===== src/hw/tdr_pkg.sv =====
// Shared constants, types and state encodings for the dual temperature readout.
package tdr_pkg;

    // Clock and timebase.
    localparam int CLK_PERIOD_NS = 5;
    localparam int TICK_NS = 1000;
    localparam int TICK_CYCLES = (TICK_NS + CLK_PERIOD_NS - 1) / CLK_PERIOD_NS;
    localparam int CONV_WINDOW_MS = 120;
    localparam int CONV_WINDOW_TICKS = CONV_WINDOW_MS * 1000000 / TICK_NS;

    // Register offsets, reset values and field layout.
    localparam logic [7:0] REG_TEMP_A_HI = 8'h00;
    localparam logic [7:0] REG_TEMP_B_HI = 8'h01;
    localparam logic [7:0] REG_THERM_OFS = 8'h17;
    localparam logic [7:0] REG_LOCAL_FRAC = 8'h1f;
    localparam logic [7:0] TEMP_RST = 8'h00;
    localparam logic [7:0] THERM_OFS_RST = 8'h00;
    localparam logic [7:0] UNMAPPED_READ = 8'h00;
    localparam int FRAC_BITS = 3;
    localparam int FRAC_LSB = 8 - FRAC_BITS;

    // Selectable target addresses; the values are arbitrary.
    localparam int NUM_TARGET_ADDR = 9;
    localparam logic [6:0] TARGET_ADDR [0:8] = '{
        7'h18, 7'h19, 7'h1a, 7'h29, 7'h2a, 7'h2b, 7'h4c, 7'h4d, 7'h4e
    };

    // Serial line: the open-drain pin only ever pulls low.
    localparam logic SDA_PULL = 1'b0;

    typedef struct packed {
        logic [7:0] hi;
        logic [7:0] lo;
    } tdr_temp_t;

    typedef struct packed {
        logic chan;
        logic meas_hi;
    } tdr_adc_sel_t;

    typedef enum {
        ST_IDLE,
        ST_ADDR,
        ST_ADDR_ACK,
        ST_CMD,
        ST_CMD_ACK,
        ST_WDATA,
        ST_WDATA_ACK,
        ST_RDATA,
        ST_RDATA_ACK
    } tdr_bus_st_t;

endpackage


===== src/hw/tdr_conv.sv =====
// Result arithmetic for one channel conversion: diode difference or divider ratio.
module tdr_conv
    import tdr_pkg::*;
#(
    parameter logic [15:0] LOCAL_ZERO = 16'h0000
)
(
    // Clock and reset.
    input wire logic clk,
    input wire logic rst,
    // Request.
    input wire logic start,
    input wire logic is_local,
    input wire logic [15:0] samp0,
    input wire logic [15:0] samp1,
    input wire logic [7:0] offset,
    // Answer.
    output logic done,
    output tdr_temp_t result
);

    logic busy_r;
    logic [2:0] cnt_r;
    logic [16:0] rem_r;
    logic [15:0] den_r;
    logic [7:0] q_r;
    logic [16:0] rem_sh;
    logic [16:0] rem_nxt;
    logic [7:0] q_nxt;
    logic signed [17:0] diode;

    // Adds the signed offset to a ratio and clips into 0..255.
    function automatic logic [7:0] therm_finish(input logic [7:0] q, input logic [7:0] ofs);
        logic signed [9:0] s;
        s = $signed({2'b00, q}) + $signed({{2{ofs[7]}}, ofs});
        if (s < 0)
            return 8'h00;
        else if (s > 10'sd255)
            return 8'hff;
        else
            return s[7:0];
    endfunction

    always_comb
    begin
        rem_sh = {rem_r[15:0], 1'b0};
        if (rem_sh >= {1'b0, den_r})
        begin
            rem_nxt = rem_sh - {1'b0, den_r};
            q_nxt = {q_r[6:0], 1'b1};
        end
        else
        begin
            rem_nxt = rem_sh;
            q_nxt = {q_r[6:0], 1'b0};
        end
        diode = $signed({2'b00, samp1}) - $signed({2'b00, samp0})
            - $signed({2'b00, LOCAL_ZERO}); // RL14
    end

    always_ff @(posedge clk or posedge rst)
    begin
        if (rst)
        begin
            busy_r <= 1'b0;
            cnt_r <= 3'h0;
            rem_r <= 17'h00000;
            den_r <= 16'h0000;
            q_r <= 8'h00;
            done <= 1'b0;
            result <= '0;
        end
        else
        begin
            done <= 1'b0;
            if (start && is_local)
            begin
                done <= 1'b1;
                if (diode < 0)
                    result <= '0; // RL8
                else if (diode > 18'sd2047)
                    result <= '{hi: 8'hff, lo: {{FRAC_BITS{1'b1}}, {FRAC_LSB{1'b0}}}};
                else
                    result <= '{hi: diode[10:3], lo: {diode[2:0], {FRAC_LSB{1'b0}}}}; // RL9
            end
            else if (start)
            begin
                // Reference in samp0, thermistor node in samp1; the ratio is the
                // series resistor share of the reference.
                if (samp0 <= samp1)
                begin
                    done <= 1'b1;
                    result <= '{hi: therm_finish(8'h00, offset), lo: 8'h00}; // RL12
                end
                else if (samp1 == 16'h0000)
                begin
                    done <= 1'b1;
                    result <= '{hi: therm_finish(8'hff, offset), lo: 8'h00};
                end
                else
                begin
                    busy_r <= 1'b1; // RL13
                    cnt_r <= 3'h0;
                    rem_r <= {1'b0, samp0 - samp1};
                    den_r <= samp0;
                    q_r <= 8'h00;
                end
            end
            else if (busy_r)
            begin
                rem_r <= rem_nxt;
                q_r <= q_nxt;
                cnt_r <= cnt_r + 3'h1;
                if (cnt_r == 3'h7)
                begin
                    busy_r <= 1'b0;
                    done <= 1'b1;
                    result <= '{hi: therm_finish(q_nxt, offset), lo: 8'h00}; // RL15
                end
            end
        end
    end
endmodule


===== src/hw/tdr_top.sv =====
// Dual temperature readout: serial register port, conversion sequencer, result registers.
// Functional notes
// RL1: All state is visible as byte-wide registers through the two-wire port.
// RL2: Only write, read, send and receive byte transfers reach the registers.
// RL3: The device answers one of nine strap-selected target addresses.
// RL4: Receive byte returns the register last chosen by a command byte.
// RL5: Multi-master hosts should avoid short transfers; command byte can change.
// RL6: Channel temperatures sit at 00h and 01h, unsigned, one degree per bit.
// RL7: Every data byte is shifted out most significant bit first.
// RL8: Readings below zero store zero in high and low byte.
// RL9: Local low byte holds three fraction bits on top, lower bits zero.
// RL10: Each channel integrates for a nominal 120 ms before its result lands.
// RL11: After start, both channels convert in turn, sensor attached or not.
// RL12: A negative offset at 17h driving a result below zero stores zero.
// RL13: Thermistor channels measure reference and node, then add the offset.
// RL14: Local channel samples the diode at low then high bias current.
// RL15: Thermistor value is series resistor voltage as a share of reference.
// RL16: Host does not acknowledge the single read byte and then stops.
// RL17: High and low bytes of a channel update together at conversion end.
module tdr_top
    import tdr_pkg::*;
#(
    parameter int WINDOW_TICKS = CONV_WINDOW_TICKS,
    parameter logic [15:0] LOCAL_ZERO = 16'h0000
)
(
    // Clock and reset.
    input wire logic CLK_SYS,
    input wire logic SYS_RST,
    // Two-wire serial port.
    input wire logic SCL,
    input wire logic SDA_IN,
    output logic SDA_OUT,
    output logic SDA_OE_N,
    // Straps and run control.
    input wire logic [3:0] ADDR_SEL,
    input wire logic CONV_RUN,
    input wire logic CHA_LOCAL,
    // Measurement front end.
    input wire logic [15:0] ADC_DATA,
    output tdr_adc_sel_t ADC_SEL
);

    localparam int HALF_TICKS = WINDOW_TICKS / 2;

    logic [7:0] sync1_r;
    logic [7:0] sync2_r;
    logic scl_d_r;
    logic sda_d_r;
    logic scl_s;
    logic sda_s;
    logic run_s;
    logic cha_local_s;
    logic [3:0] addr_sel_s;
    logic scl_rise;
    logic scl_fall;
    logic bus_start;
    logic bus_stop;
    logic [6:0] my_addr;

    tdr_bus_st_t st_r;
    logic [3:0] bit_cnt_r;
    logic [7:0] shift_r;
    logic rw_r;
    logic drive_low_r;
    logic [7:0] cmd_r;
    logic [7:0] tx_r;
    logic wr_strobe_r;
    logic [7:0] wr_data_r;
    logic [7:0] rd_byte;

    logic [7:0] ofs_r;
    logic [7:0] temp_a_r;
    logic [7:0] temp_b_r;
    logic [7:0] frac_r;

    logic [7:0] tick_cnt_r;
    logic tick;
    logic [23:0] win_cnt_r;
    logic win_end;
    logic phase_r;
    logic chan_r;
    logic [15:0] samp0_r;
    logic [15:0] samp1_r;
    logic conv_start_r;
    logic conv_chan_r;
    logic conv_local_r;
    logic cdone;
    tdr_temp_t cres;
    logic last_chan_r;

    // Maps a strap code to its target address; codes above eight fall back to the first.
    function automatic logic [6:0] addr_lookup(input logic [3:0] sel);
        if (sel < 4'(NUM_TARGET_ADDR))
            return TARGET_ADDR[sel];
        else
            return TARGET_ADDR[0];
    endfunction

    // Register read decode, shared by the transmitter and its checks.
    function automatic logic [7:0] reg_read(input logic [7:0] a, input logic [7:0] ta,
        input logic [7:0] tb, input logic [7:0] fr, input logic [7:0] ofs);
        if (a == REG_TEMP_A_HI)
            return ta;
        else if (a == REG_TEMP_B_HI)
            return tb;
        else if (a == REG_LOCAL_FRAC)
            return fr;
        else if (a == REG_THERM_OFS)
            return ofs;
        else
            return UNMAPPED_READ;
    endfunction

    // Every input except ADC_DATA, CLK_SYS and SYS_RST passes two flops; only the second stage and its delayed copy are read.
    always_ff @(posedge CLK_SYS or posedge SYS_RST)
    begin
        if (SYS_RST)
        begin
            sync1_r <= 8'hc0;
            sync2_r <= 8'hc0;
            scl_d_r <= 1'b1;
            sda_d_r <= 1'b1;
        end
        else
        begin
            sync1_r <= {SCL, SDA_IN, CONV_RUN, CHA_LOCAL, ADDR_SEL};
            sync2_r <= sync1_r;
            scl_d_r <= sync2_r[7];
            sda_d_r <= sync2_r[6];
        end
    end

    assign scl_s = sync2_r[7];
    assign sda_s = sync2_r[6];
    assign run_s = sync2_r[5];
    assign cha_local_s = sync2_r[4];
    assign addr_sel_s = sync2_r[3:0];
    assign scl_rise = scl_s && !scl_d_r;
    assign scl_fall = !scl_s && scl_d_r;
    assign bus_start = scl_s && scl_d_r && !sda_s && sda_d_r;
    assign bus_stop = scl_s && scl_d_r && sda_s && !sda_d_r;
    assign my_addr = addr_lookup(addr_sel_s); // RL3
    assign rd_byte = reg_read(cmd_r, temp_a_r, temp_b_r, frac_r, ofs_r); // RL4

    assign SDA_OUT = SDA_PULL;
    assign SDA_OE_N = !drive_low_r;

    // Byte-protocol target. Bits are taken on SCL rising and driven after SCL falling.
    always_ff @(posedge CLK_SYS or posedge SYS_RST)
    begin
        if (SYS_RST)
        begin
            st_r <= ST_IDLE;
            bit_cnt_r <= 4'h0;
            shift_r <= 8'h00;
            rw_r <= 1'b0;
            drive_low_r <= 1'b0;
            cmd_r <= REG_TEMP_A_HI;
            tx_r <= 8'h00;
            wr_strobe_r <= 1'b0;
            wr_data_r <= 8'h00;
        end
        else
        begin
            wr_strobe_r <= 1'b0;
            if (bus_start)
            begin
                st_r <= ST_ADDR;
                bit_cnt_r <= 4'h0;
                drive_low_r <= 1'b0;
            end
            else if (bus_stop)
            begin
                st_r <= ST_IDLE;
                drive_low_r <= 1'b0;
            end
            else if (scl_rise && st_r != ST_IDLE)
            begin
                shift_r <= {shift_r[6:0], sda_s};
                bit_cnt_r <= bit_cnt_r + 4'h1;
            end
            else if (scl_fall)
            begin
                case (st_r)
                    ST_ADDR:
                        if (bit_cnt_r == 4'h8)
                        begin
                            if (shift_r[7:1] == my_addr)
                            begin
                                st_r <= ST_ADDR_ACK; // RL3
                                rw_r <= shift_r[0];
                                drive_low_r <= 1'b1;
                            end
                            else
                                st_r <= ST_IDLE;
                        end
                    ST_ADDR_ACK:
                    begin
                        bit_cnt_r <= 4'h0;
                        if (rw_r)
                        begin
                            // Read byte and receive byte both answer from the stored command.
                            tx_r <= rd_byte; // RL4
                            drive_low_r <= !rd_byte[7]; // RL7
                            st_r <= ST_RDATA;
                        end
                        else
                        begin
                            drive_low_r <= 1'b0;
                            st_r <= ST_CMD;
                        end
                    end
                    ST_CMD:
                        if (bit_cnt_r == 4'h8)
                        begin
                            cmd_r <= shift_r; // RL2
                            drive_low_r <= 1'b1;
                            st_r <= ST_CMD_ACK;
                        end
                    ST_CMD_ACK:
                    begin
                        drive_low_r <= 1'b0;
                        bit_cnt_r <= 4'h0;
                        st_r <= ST_WDATA;
                    end
                    ST_WDATA:
                        if (bit_cnt_r == 4'h8)
                        begin
                            wr_strobe_r <= 1'b1; // RL2
                            wr_data_r <= shift_r;
                            drive_low_r <= 1'b1;
                            st_r <= ST_WDATA_ACK;
                        end
                    ST_WDATA_ACK:
                    begin
                        // One data byte per write; further bytes go unanswered.
                        drive_low_r <= 1'b0;
                        st_r <= ST_IDLE;
                    end
                    ST_RDATA:
                        if (bit_cnt_r == 4'h8)
                        begin
                            drive_low_r <= 1'b0;
                            st_r <= ST_RDATA_ACK;
                        end
                        else
                            drive_low_r <= !tx_r[3'(4'h7 - bit_cnt_r)]; // RL7
                    ST_RDATA_ACK:
                        st_r <= ST_IDLE; // RL16
                    default:
                        st_r <= ST_IDLE;
                endcase
            end
        end
    end

    // Only the offset register takes writes; writes elsewhere are dropped.
    always_ff @(posedge CLK_SYS or posedge SYS_RST)
    begin
        if (SYS_RST)
            ofs_r <= THERM_OFS_RST;
        else if (wr_strobe_r && cmd_r == REG_THERM_OFS)
            ofs_r <= wr_data_r; // RL1
    end

    // Timebase of one microsecond per tick.
    always_ff @(posedge CLK_SYS or posedge SYS_RST)
    begin
        if (SYS_RST)
            tick_cnt_r <= 8'h00;
        else if (tick)
            tick_cnt_r <= 8'h00;
        else
            tick_cnt_r <= tick_cnt_r + 8'h01;
    end

    assign tick = tick_cnt_r == 8'(TICK_CYCLES - 1);
    assign win_end = tick && win_cnt_r == 24'(HALF_TICKS - 1);

    // Each channel window has two halves: low bias or reference first, then the other.
    always_ff @(posedge CLK_SYS or posedge SYS_RST)
    begin
        if (SYS_RST)
        begin
            win_cnt_r <= 24'h000000;
            phase_r <= 1'b0;
            chan_r <= 1'b0;
            samp0_r <= 16'h0000;
            samp1_r <= 16'h0000;
            conv_start_r <= 1'b0;
            conv_chan_r <= 1'b0;
            conv_local_r <= 1'b0;
        end
        else
        begin
            conv_start_r <= 1'b0;
            if (!run_s)
            begin
                win_cnt_r <= 24'h000000;
                phase_r <= 1'b0;
            end
            else if (win_end)
            begin
                win_cnt_r <= 24'h000000;
                phase_r <= !phase_r;
                if (!phase_r)
                    samp0_r <= ADC_DATA; // RL14
                else
                begin
                    samp1_r <= ADC_DATA; // RL13
                    conv_start_r <= 1'b1; // RL10
                    conv_chan_r <= chan_r;
                    conv_local_r <= !chan_r && cha_local_s;
                    chan_r <= !chan_r; // RL11
                end
            end
            else if (tick)
                win_cnt_r <= win_cnt_r + 24'h000001;
        end
    end

    assign ADC_SEL = '{chan: chan_r, meas_hi: phase_r};

    tdr_conv #(
        .LOCAL_ZERO(LOCAL_ZERO)
    ) u_conv (
        .clk(CLK_SYS),
        .rst(SYS_RST),
        .start(conv_start_r),
        .is_local(conv_local_r),
        .samp0(samp0_r),
        .samp1(samp1_r),
        .offset(ofs_r),
        .done(cdone),
        .result(cres)
    );

    // Both bytes of a result land in one edge so a reader never sees a torn pair.
    always_ff @(posedge CLK_SYS or posedge SYS_RST)
    begin
        if (SYS_RST)
        begin
            temp_a_r <= TEMP_RST;
            temp_b_r <= TEMP_RST;
            frac_r <= TEMP_RST;
        end
        else if (cdone && !conv_chan_r)
        begin
            temp_a_r <= cres.hi; // RL6
            frac_r <= cres.lo; // RL17
        end
        else if (cdone)
            temp_b_r <= cres.hi; // RL6
    end

    always_ff @(posedge CLK_SYS or posedge SYS_RST)
    begin
        if (SYS_RST)
            last_chan_r <= 1'b1;
        else if (conv_start_r)
            last_chan_r <= conv_chan_r;
    end
endmodule


===== config.mk =====
export PLATFORM = sky130hd
export DESIGN_NAME = tdr_top
export DESIGN_NICKNAME = d
export VERILOG_FILES = /design/src/hw/tdr_pkg.sv /design/src/hw/tdr_conv.sv /design/src/hw/tdr_top.sv
export SDC_FILE = /design/constraint.sdc
export NUM_CORES = 1
export LEC_CHECK = 0
export ABC_AREA = 1
export BUFFER_PORTS_ARGS = -buffer_cell sky130_fd_sc_hd__buf_2
export CELL_PAD_IN_SITES_DETAIL_PLACEMENT = 1
export CELL_PAD_IN_SITES_GLOBAL_PLACEMENT = 1
export CORE_ASPECT_RATIO = 1.2
export CORE_UTILIZATION = 48
export DETAILED_ROUTE_END_ITERATION = 8
export PLACE_DENSITY_LB_ADDON = 0.3
export SLEW_MARGIN = 15
export SYNTH_ARGS = -nofsm -noshare
export SYNTH_HDL_FRONTEND = slang
export SYNTH_SLANG_ARGS = --single-unit
export TNS_END_PERCENT = 100

===== constraint.sdc =====
create_clock -name CLK_SYS -period 20.6 [get_ports CLK_SYS]
set_input_delay 4.12 -clock CLK_SYS [delete_from_list [all_inputs] [get_ports CLK_SYS]]
set_output_delay 4.12 -clock CLK_SYS [all_outputs]
set_load 0.02 [all_outputs]

# After elaboration in Yosys (flattened, before gate mapping)
# Memories as Yosys holds them, arrays and structs flattened.
# Index checks and enable logic that the tools add are counted.
dict set report op_classes {
  add_sub_neg 10
  order_cmp 13
  eq_ne 28
  muxes 89
  bitwise_logic 9
  n_reduce_logical 51
}
# cell n
set op_table {}
lappend op_table {{two-way mux 32 bit} 8}
lappend op_table {{two-way mux 16 bit} 13}
lappend op_table {{case mux 32 bit (6 select lines)} 1}
lappend op_table {{equality test 32 x 3 -> 1 bit, second input constant} 4}
lappend op_table {{two-way mux 8 bit} 11}
lappend op_table {{two-way mux 24 bit} 3}
lappend op_table {{equality test 32 x 2 -> 1 bit, second input constant} 2}
lappend op_table {{two-way mux 7 bit} 7}
lappend op_table {{two-way mux 1 bit} 33}
lappend op_table {{equality test 32 x 1 -> 1 bit, second input constant} 1}
lappend op_table {{nonzero test 32 bit} 1}
lappend op_table {{subtractor 16 bit} 2}
lappend op_table {{AND reduction 6 bit} 5}
lappend op_table {{adder 24 x 1 -> 24 bit, second input constant} 1}
lappend op_table {{equality test 24 x 16 -> 1 bit, second input constant} 1}
lappend op_table {{greater-than comparator 10 x 9 -> 1 bit, second input constant} 2}
lappend op_table {{less-than comparator 10 x 1 -> 1 bit, second input constant} 2}
lappend op_table {{two-way mux 4 bit} 5}
lappend op_table {{!= test 4 bit, second input constant} 5}
lappend op_table {{AND reduction 3 bit} 6}
lappend op_table {{>= comparator 17 x 16 -> 1 bit} 1}
lappend op_table {{greater-than comparator 17 x 12 -> 1 bit, second input constant} 1}
lappend op_table {{less-than comparator 17 x 1 -> 1 bit, second input constant} 1}
lappend op_table {{subtractor 16 x 16 -> 17 bit} 1}
lappend op_table {{40 further kinds} 83}
dict set report word_totals {
  reg_bits 250
  rom_bits 112
  inputBits 26
  output_inout_bits 4
  word_cells 235
  mem_count 1
}
# memory words word_bits rd rd_ports_with_merged_regs write_ports line_no
set memory_table {}
lappend memory_table {{(no name shown)} 16 7 1 0 0 tdr_top.sv:95} ;# return TARGET_ADDR[sel];

# Logic depth before layout (Yosys ltp)
dict set report depth {
  word_depth 13
  mapped_depth 26
  depth_no_buf 25
}

# Cells and area by module
# From an unflattened synthesis, not the netlist that was laid out.
dict set report hier_totals {
  cells_unflattened 1780
  hier_area_um2 13331.5
}
# mod n_inst cells_per_inst area_each_um2 seq_area_each_um2
set modules_own_cells {}
lappend modules_own_cells {tdr_top 1 852 7364.6 4061.4}
lappend modules_own_cells {tdr_conv 1 928 5967.0 1376.3}

# Worst setup path after synthesis
# Ideal clock, no wire load.
dict set report synth_timing {
  path_kind {reg-to-output}
  start {register phase_r}
  end {output ADC_SEL[0] in the netlist's numbering}
  arrival_time_ns 0.535
  t_required_ns 16.480
  slack_ns 15.945
  stages_incl_launch_ff 2
  n_path_buf 1
  path_cell_list {dfrtp_1 buf_4}
}
# item line_no
set synth_lines {}
lappend synth_lines {{start: declaration} tdr_top.sv:81} ;# logic phase_r;
lappend synth_lines {{start signal: assignment} tdr_top.sv:306} ;# phase_r <= !phase_r;
lappend synth_lines {{end: declaration} tdr_top.sv:41} ;# output tdr_adc_sel_t ADC_SEL
# No word-level cell between the ends.

==> flow_metrics.env <==
export IMPL_status="finished clean"
export IMPL_dr_pass1_iters=6
export IMPL_insertion_delay_ns=0.55
export IMPL_die_w_um=150
export IMPL_gp_congestion=0.894
export IMPL_die_h_um=180
export IMPL_nNetsFinal=1817
export IMPL_ant_nets=0
export IMPL_gr_usage_met2=0.462
export IMPL_grt_usage=0.274
export IMPL_maxSlewHeadroom=0.346
export IMPL_cts_buffers=24
export IMPL_critPathKind="in2async"
export IMPL_vdd_drop_max_mv=0.0713
export IMPL_clk_pin_slew_ns=0.07
export IMPL_tns_ns=0
export IMPL_grt_antenna_before_repair=0
export IMPL_whs_path_depth=0
export IMPL_yosys_warnings=0
export IMPL_power_leakage_uw=0.00714
export IMPL_synth_xor_area_frac=0.0262
export IMPL_power_density_nw_per_um2=66.0
export IMPL_synth_top_family_by_area="simple AND/OR/NAND/NOR gates"
export IMPL_busiest_layer="met2"
export IMPL_end_kind="asynchronous set/reset pin"
export IMPL_postCtsSetupBuffers=0
export IMPL_synthMuxAreaShare=0
export IMPL_layout_drive_gt1_share=0.0609
export IMPL_rsz0062_at_grt="false"
export IMPL_gr_total_overflow=0
export IMPL_viasPerCell=5.44
export IMPL_syn_inst=1707
export IMPL_reg2reg_from="u_conv.den_r[6]"
export IMPL_total_power_uw=918
export IMPL_min_period_over_period=0.259
export IMPL_clock_fmax_mhz=187
export IMPL_ctsHoldBuffers=0
export IMPL_cts_tree="yes"
export IMPL_clock_skew_ns=0.0206
export IMPL_cts_resized=0
export IMPL_hold_path_class="reg2reg"
export IMPL_synthArstFlopShare=1.00
export IMPL_grt_max_degree=141
export IMPL_fillCellCount=3282
export IMPL_tightest_slew_ns=0.981
export IMPL_grt_pass1_vias=12000
export IMPL_start_kind="input pin"
export IMPL_worst_ep_required_time_ns=21.14
export IMPL_synth_avg_cell_area_um2=7.43
export IMPL_globalRouteMet3Util=0.0233
export IMPL_synth_area_um2=12700
export IMPL_wl_per_cell_um=17.2
export IMPL_clock_sinks=212
export IMPL_synth_seq_cells=212
export IMPL_r2r_slack_ns=16.50
export IMPL_max_cap_violations=0
export IMPL_drt_iter0_markers=535
export IMPL_hold_violations=0
export IMPL_syn_to_final_growth_pct=9.67
export IMPL_cp_max_fo=140
export IMPL_grt_pass1_wl_um=59900
export IMPL_antennaDiodeCount=0
export IMPL_cts_max_path_buffers=3
export IMPL_port_buffers=28
export IMPL_yosys_most_used_dff="dfrtp_1"
export IMPL_arrival_ns=5.88
export IMPL_root_buffer="clkbuf_16"
export IMPL_drc=0
export IMPL_syn_num_nets=1802
export IMPL_whs_endpoint="sync2_r[5]"
export IMPL_synth_enable_flop_cells=0
export IMPL_wirelength_um=35600
export IMPL_place_hpwl_um=25900
export IMPL_dieArea_um2=27100
export IMPL_reg2reg_depth=25
export IMPL_synth_adder_area_share=0.0704
export IMPL_synth_compound_gate_area_share=0.136
export IMPL_worstReg2RegEnd="u_conv.result[9]"
export IMPL_setup_violations_final=0
export IMPL_start_util=0.493
export IMPL_num_vias=11300
export IMPL_yosysSeqAreaShare=0.419
export IMPL_final_min_clock_period_ns=5.34
export IMPL_rows=64
export IMPL_drv_slew=0
export IMPL_num_io_pins=30
export IMPL_hold_path_startpoint="sync1_r[5]"
export IMPL_ys_types=50
export IMPL_core_um2=25700
export IMPL_synth_simple_gate_area_frac=0.260
export IMPL_htreeDepth=1
export IMPL_use_met1=0.384
metal layers:
layer / vias up / wire length (um)
met5: - / 0
met4: 0 / 620
met3: 46 / 951
met2: 137 / 17000
met1: 5538 / 17000
li1: 5533 / -
registers in the layout, summed over array words and instances (netlist names), 4 cells and up:
signal	cells
tick_cnt_r	8
shift_r	8
sync1_r	8
sync2_r	8
bit_cnt_r	4
samp0_r	16
temp_b_r	8
tx_r	8
u_conv.den_r	16
win_cnt_r	24
u_conv.rem_r	16
u_conv.result	11
temp_a_r	8
wr_data_r	8
st_r	4
u_conv.q_r	7
cmd_r	8
samp1_r	16
ofs_r	8
critical path: stages:
cell   delay (ns)
buf_2        0.13
inv_8        0.65
buf_4        0.83
cell usage after synthesis, types with 11 or more instances:
cell type / n / area [um2]
nand2_1: 456 / 1710
inv_1: 235 / 882
dfrtp_1: 206 / 5150
o21ai_0: 163 / 816
nor2_1: 159 / 597
a21oi_1: 90 / 450
nand3_1: 79 / 395
ha_1: 65 / 813
nor3_1: 36 / 180
clkbuf_1: 23 / 86.3
xor2_1: 23 / 201
nand4_1: 20 / 125
xnor2_1: 15 / 131
o22ai_1: 13 / 81.3
a31oi_1: 11 / 68.8
nor4_1: 11 / 68.8
logic make-up after synthesis:
logic type / count (synthesis)
xor gates and xnor gates: 38
AOI/OAI and AO/OA: 318
other: 1
and+or+nand+nor: 786
DFF: 212
buffers and inverters: 283
adders and majority gates: 69
cell type report:
type	instances	area, um2	share of cell area
inverters	241	915	0.0657
multi-input cells	1212	6270	0.451
clock inverters	15	190	0.0137
flip-flops and latches	212	5310	0.382
repair buffers	31	163	0.0117
well taps	330	413	0.0297
clock buffers	29	649	0.0467
placed cells by master (no fill, tap or decap), drive strengths merged:
cell	netlist	layout
conb	1	1
a21oi	90	90
dfstp	6	6
xnor2	15	15
nor3	37	37
clkbuf	24	29
dfrtp	206	206
or2	3	3
o31ai	2	2
bufinv	0	3
xor2	23	23
fa	4	4
a21o	3	3
a22oi	1	1
ha	65	65
clkinvlp	0	3
o22ai	13	13
o21bai	7	7
nand3	81	81
nor4	11	11
nor2	162	162
a41oi	1	1
o221ai	1	1
nand3b	3	3
o21ai	167	167
buf	18	31
nor3b	2	2
a22o	2	2
nand2	466	466
clkinv	2	10
a31oi	11	11
a211oi	5	5
o2111ai	1	1
inv	239	240
a221oi	5	5
and3	1	1
o211ai	8	8
o21a	1	1
nand4	20	20
stage by stage:
stage / setup slack (ns) / cell area [um2] / utilization / std cells / hold slack, ns
final: 15.26 / 13900 / 0.541 / 2070 / 0.333
after global routing: 14.93 / 13900 / 0.541 / 2070 / 0.349
after CTS: 15.17 / 13900 / 0.541 / 2070 / 0.336
after detailed placement: 14.60 / 13100 / 0.508 / 2026 / 0.336
after global placement: 14.63 / 13100 / 0.508 / 2026 / 0.333
after floorplan: 10.70 / 12700 / - / 1707 / 0.331
worst max path at each step:
stage               slack (ns)            to  startpoint
floorplan                10.70  bit_cnt_r[0]     SYS_RST
global placement         14.63   temp_a_r[1]     SYS_RST
detailed placement       14.60   temp_a_r[7]     SYS_RST
CTS                      15.17    samp1_r[0]     SYS_RST
global route             14.93   temp_a_r[3]     SYS_RST
finish                   15.26  conv_local_r     SYS_RST
power by group:
group          switching (uW)  internal, uW
clock network             186           265
logic                    26.8          9.91
registers                6.60           423
total                     219           698
No activity file was read; power rests on OpenSTA's default activity.
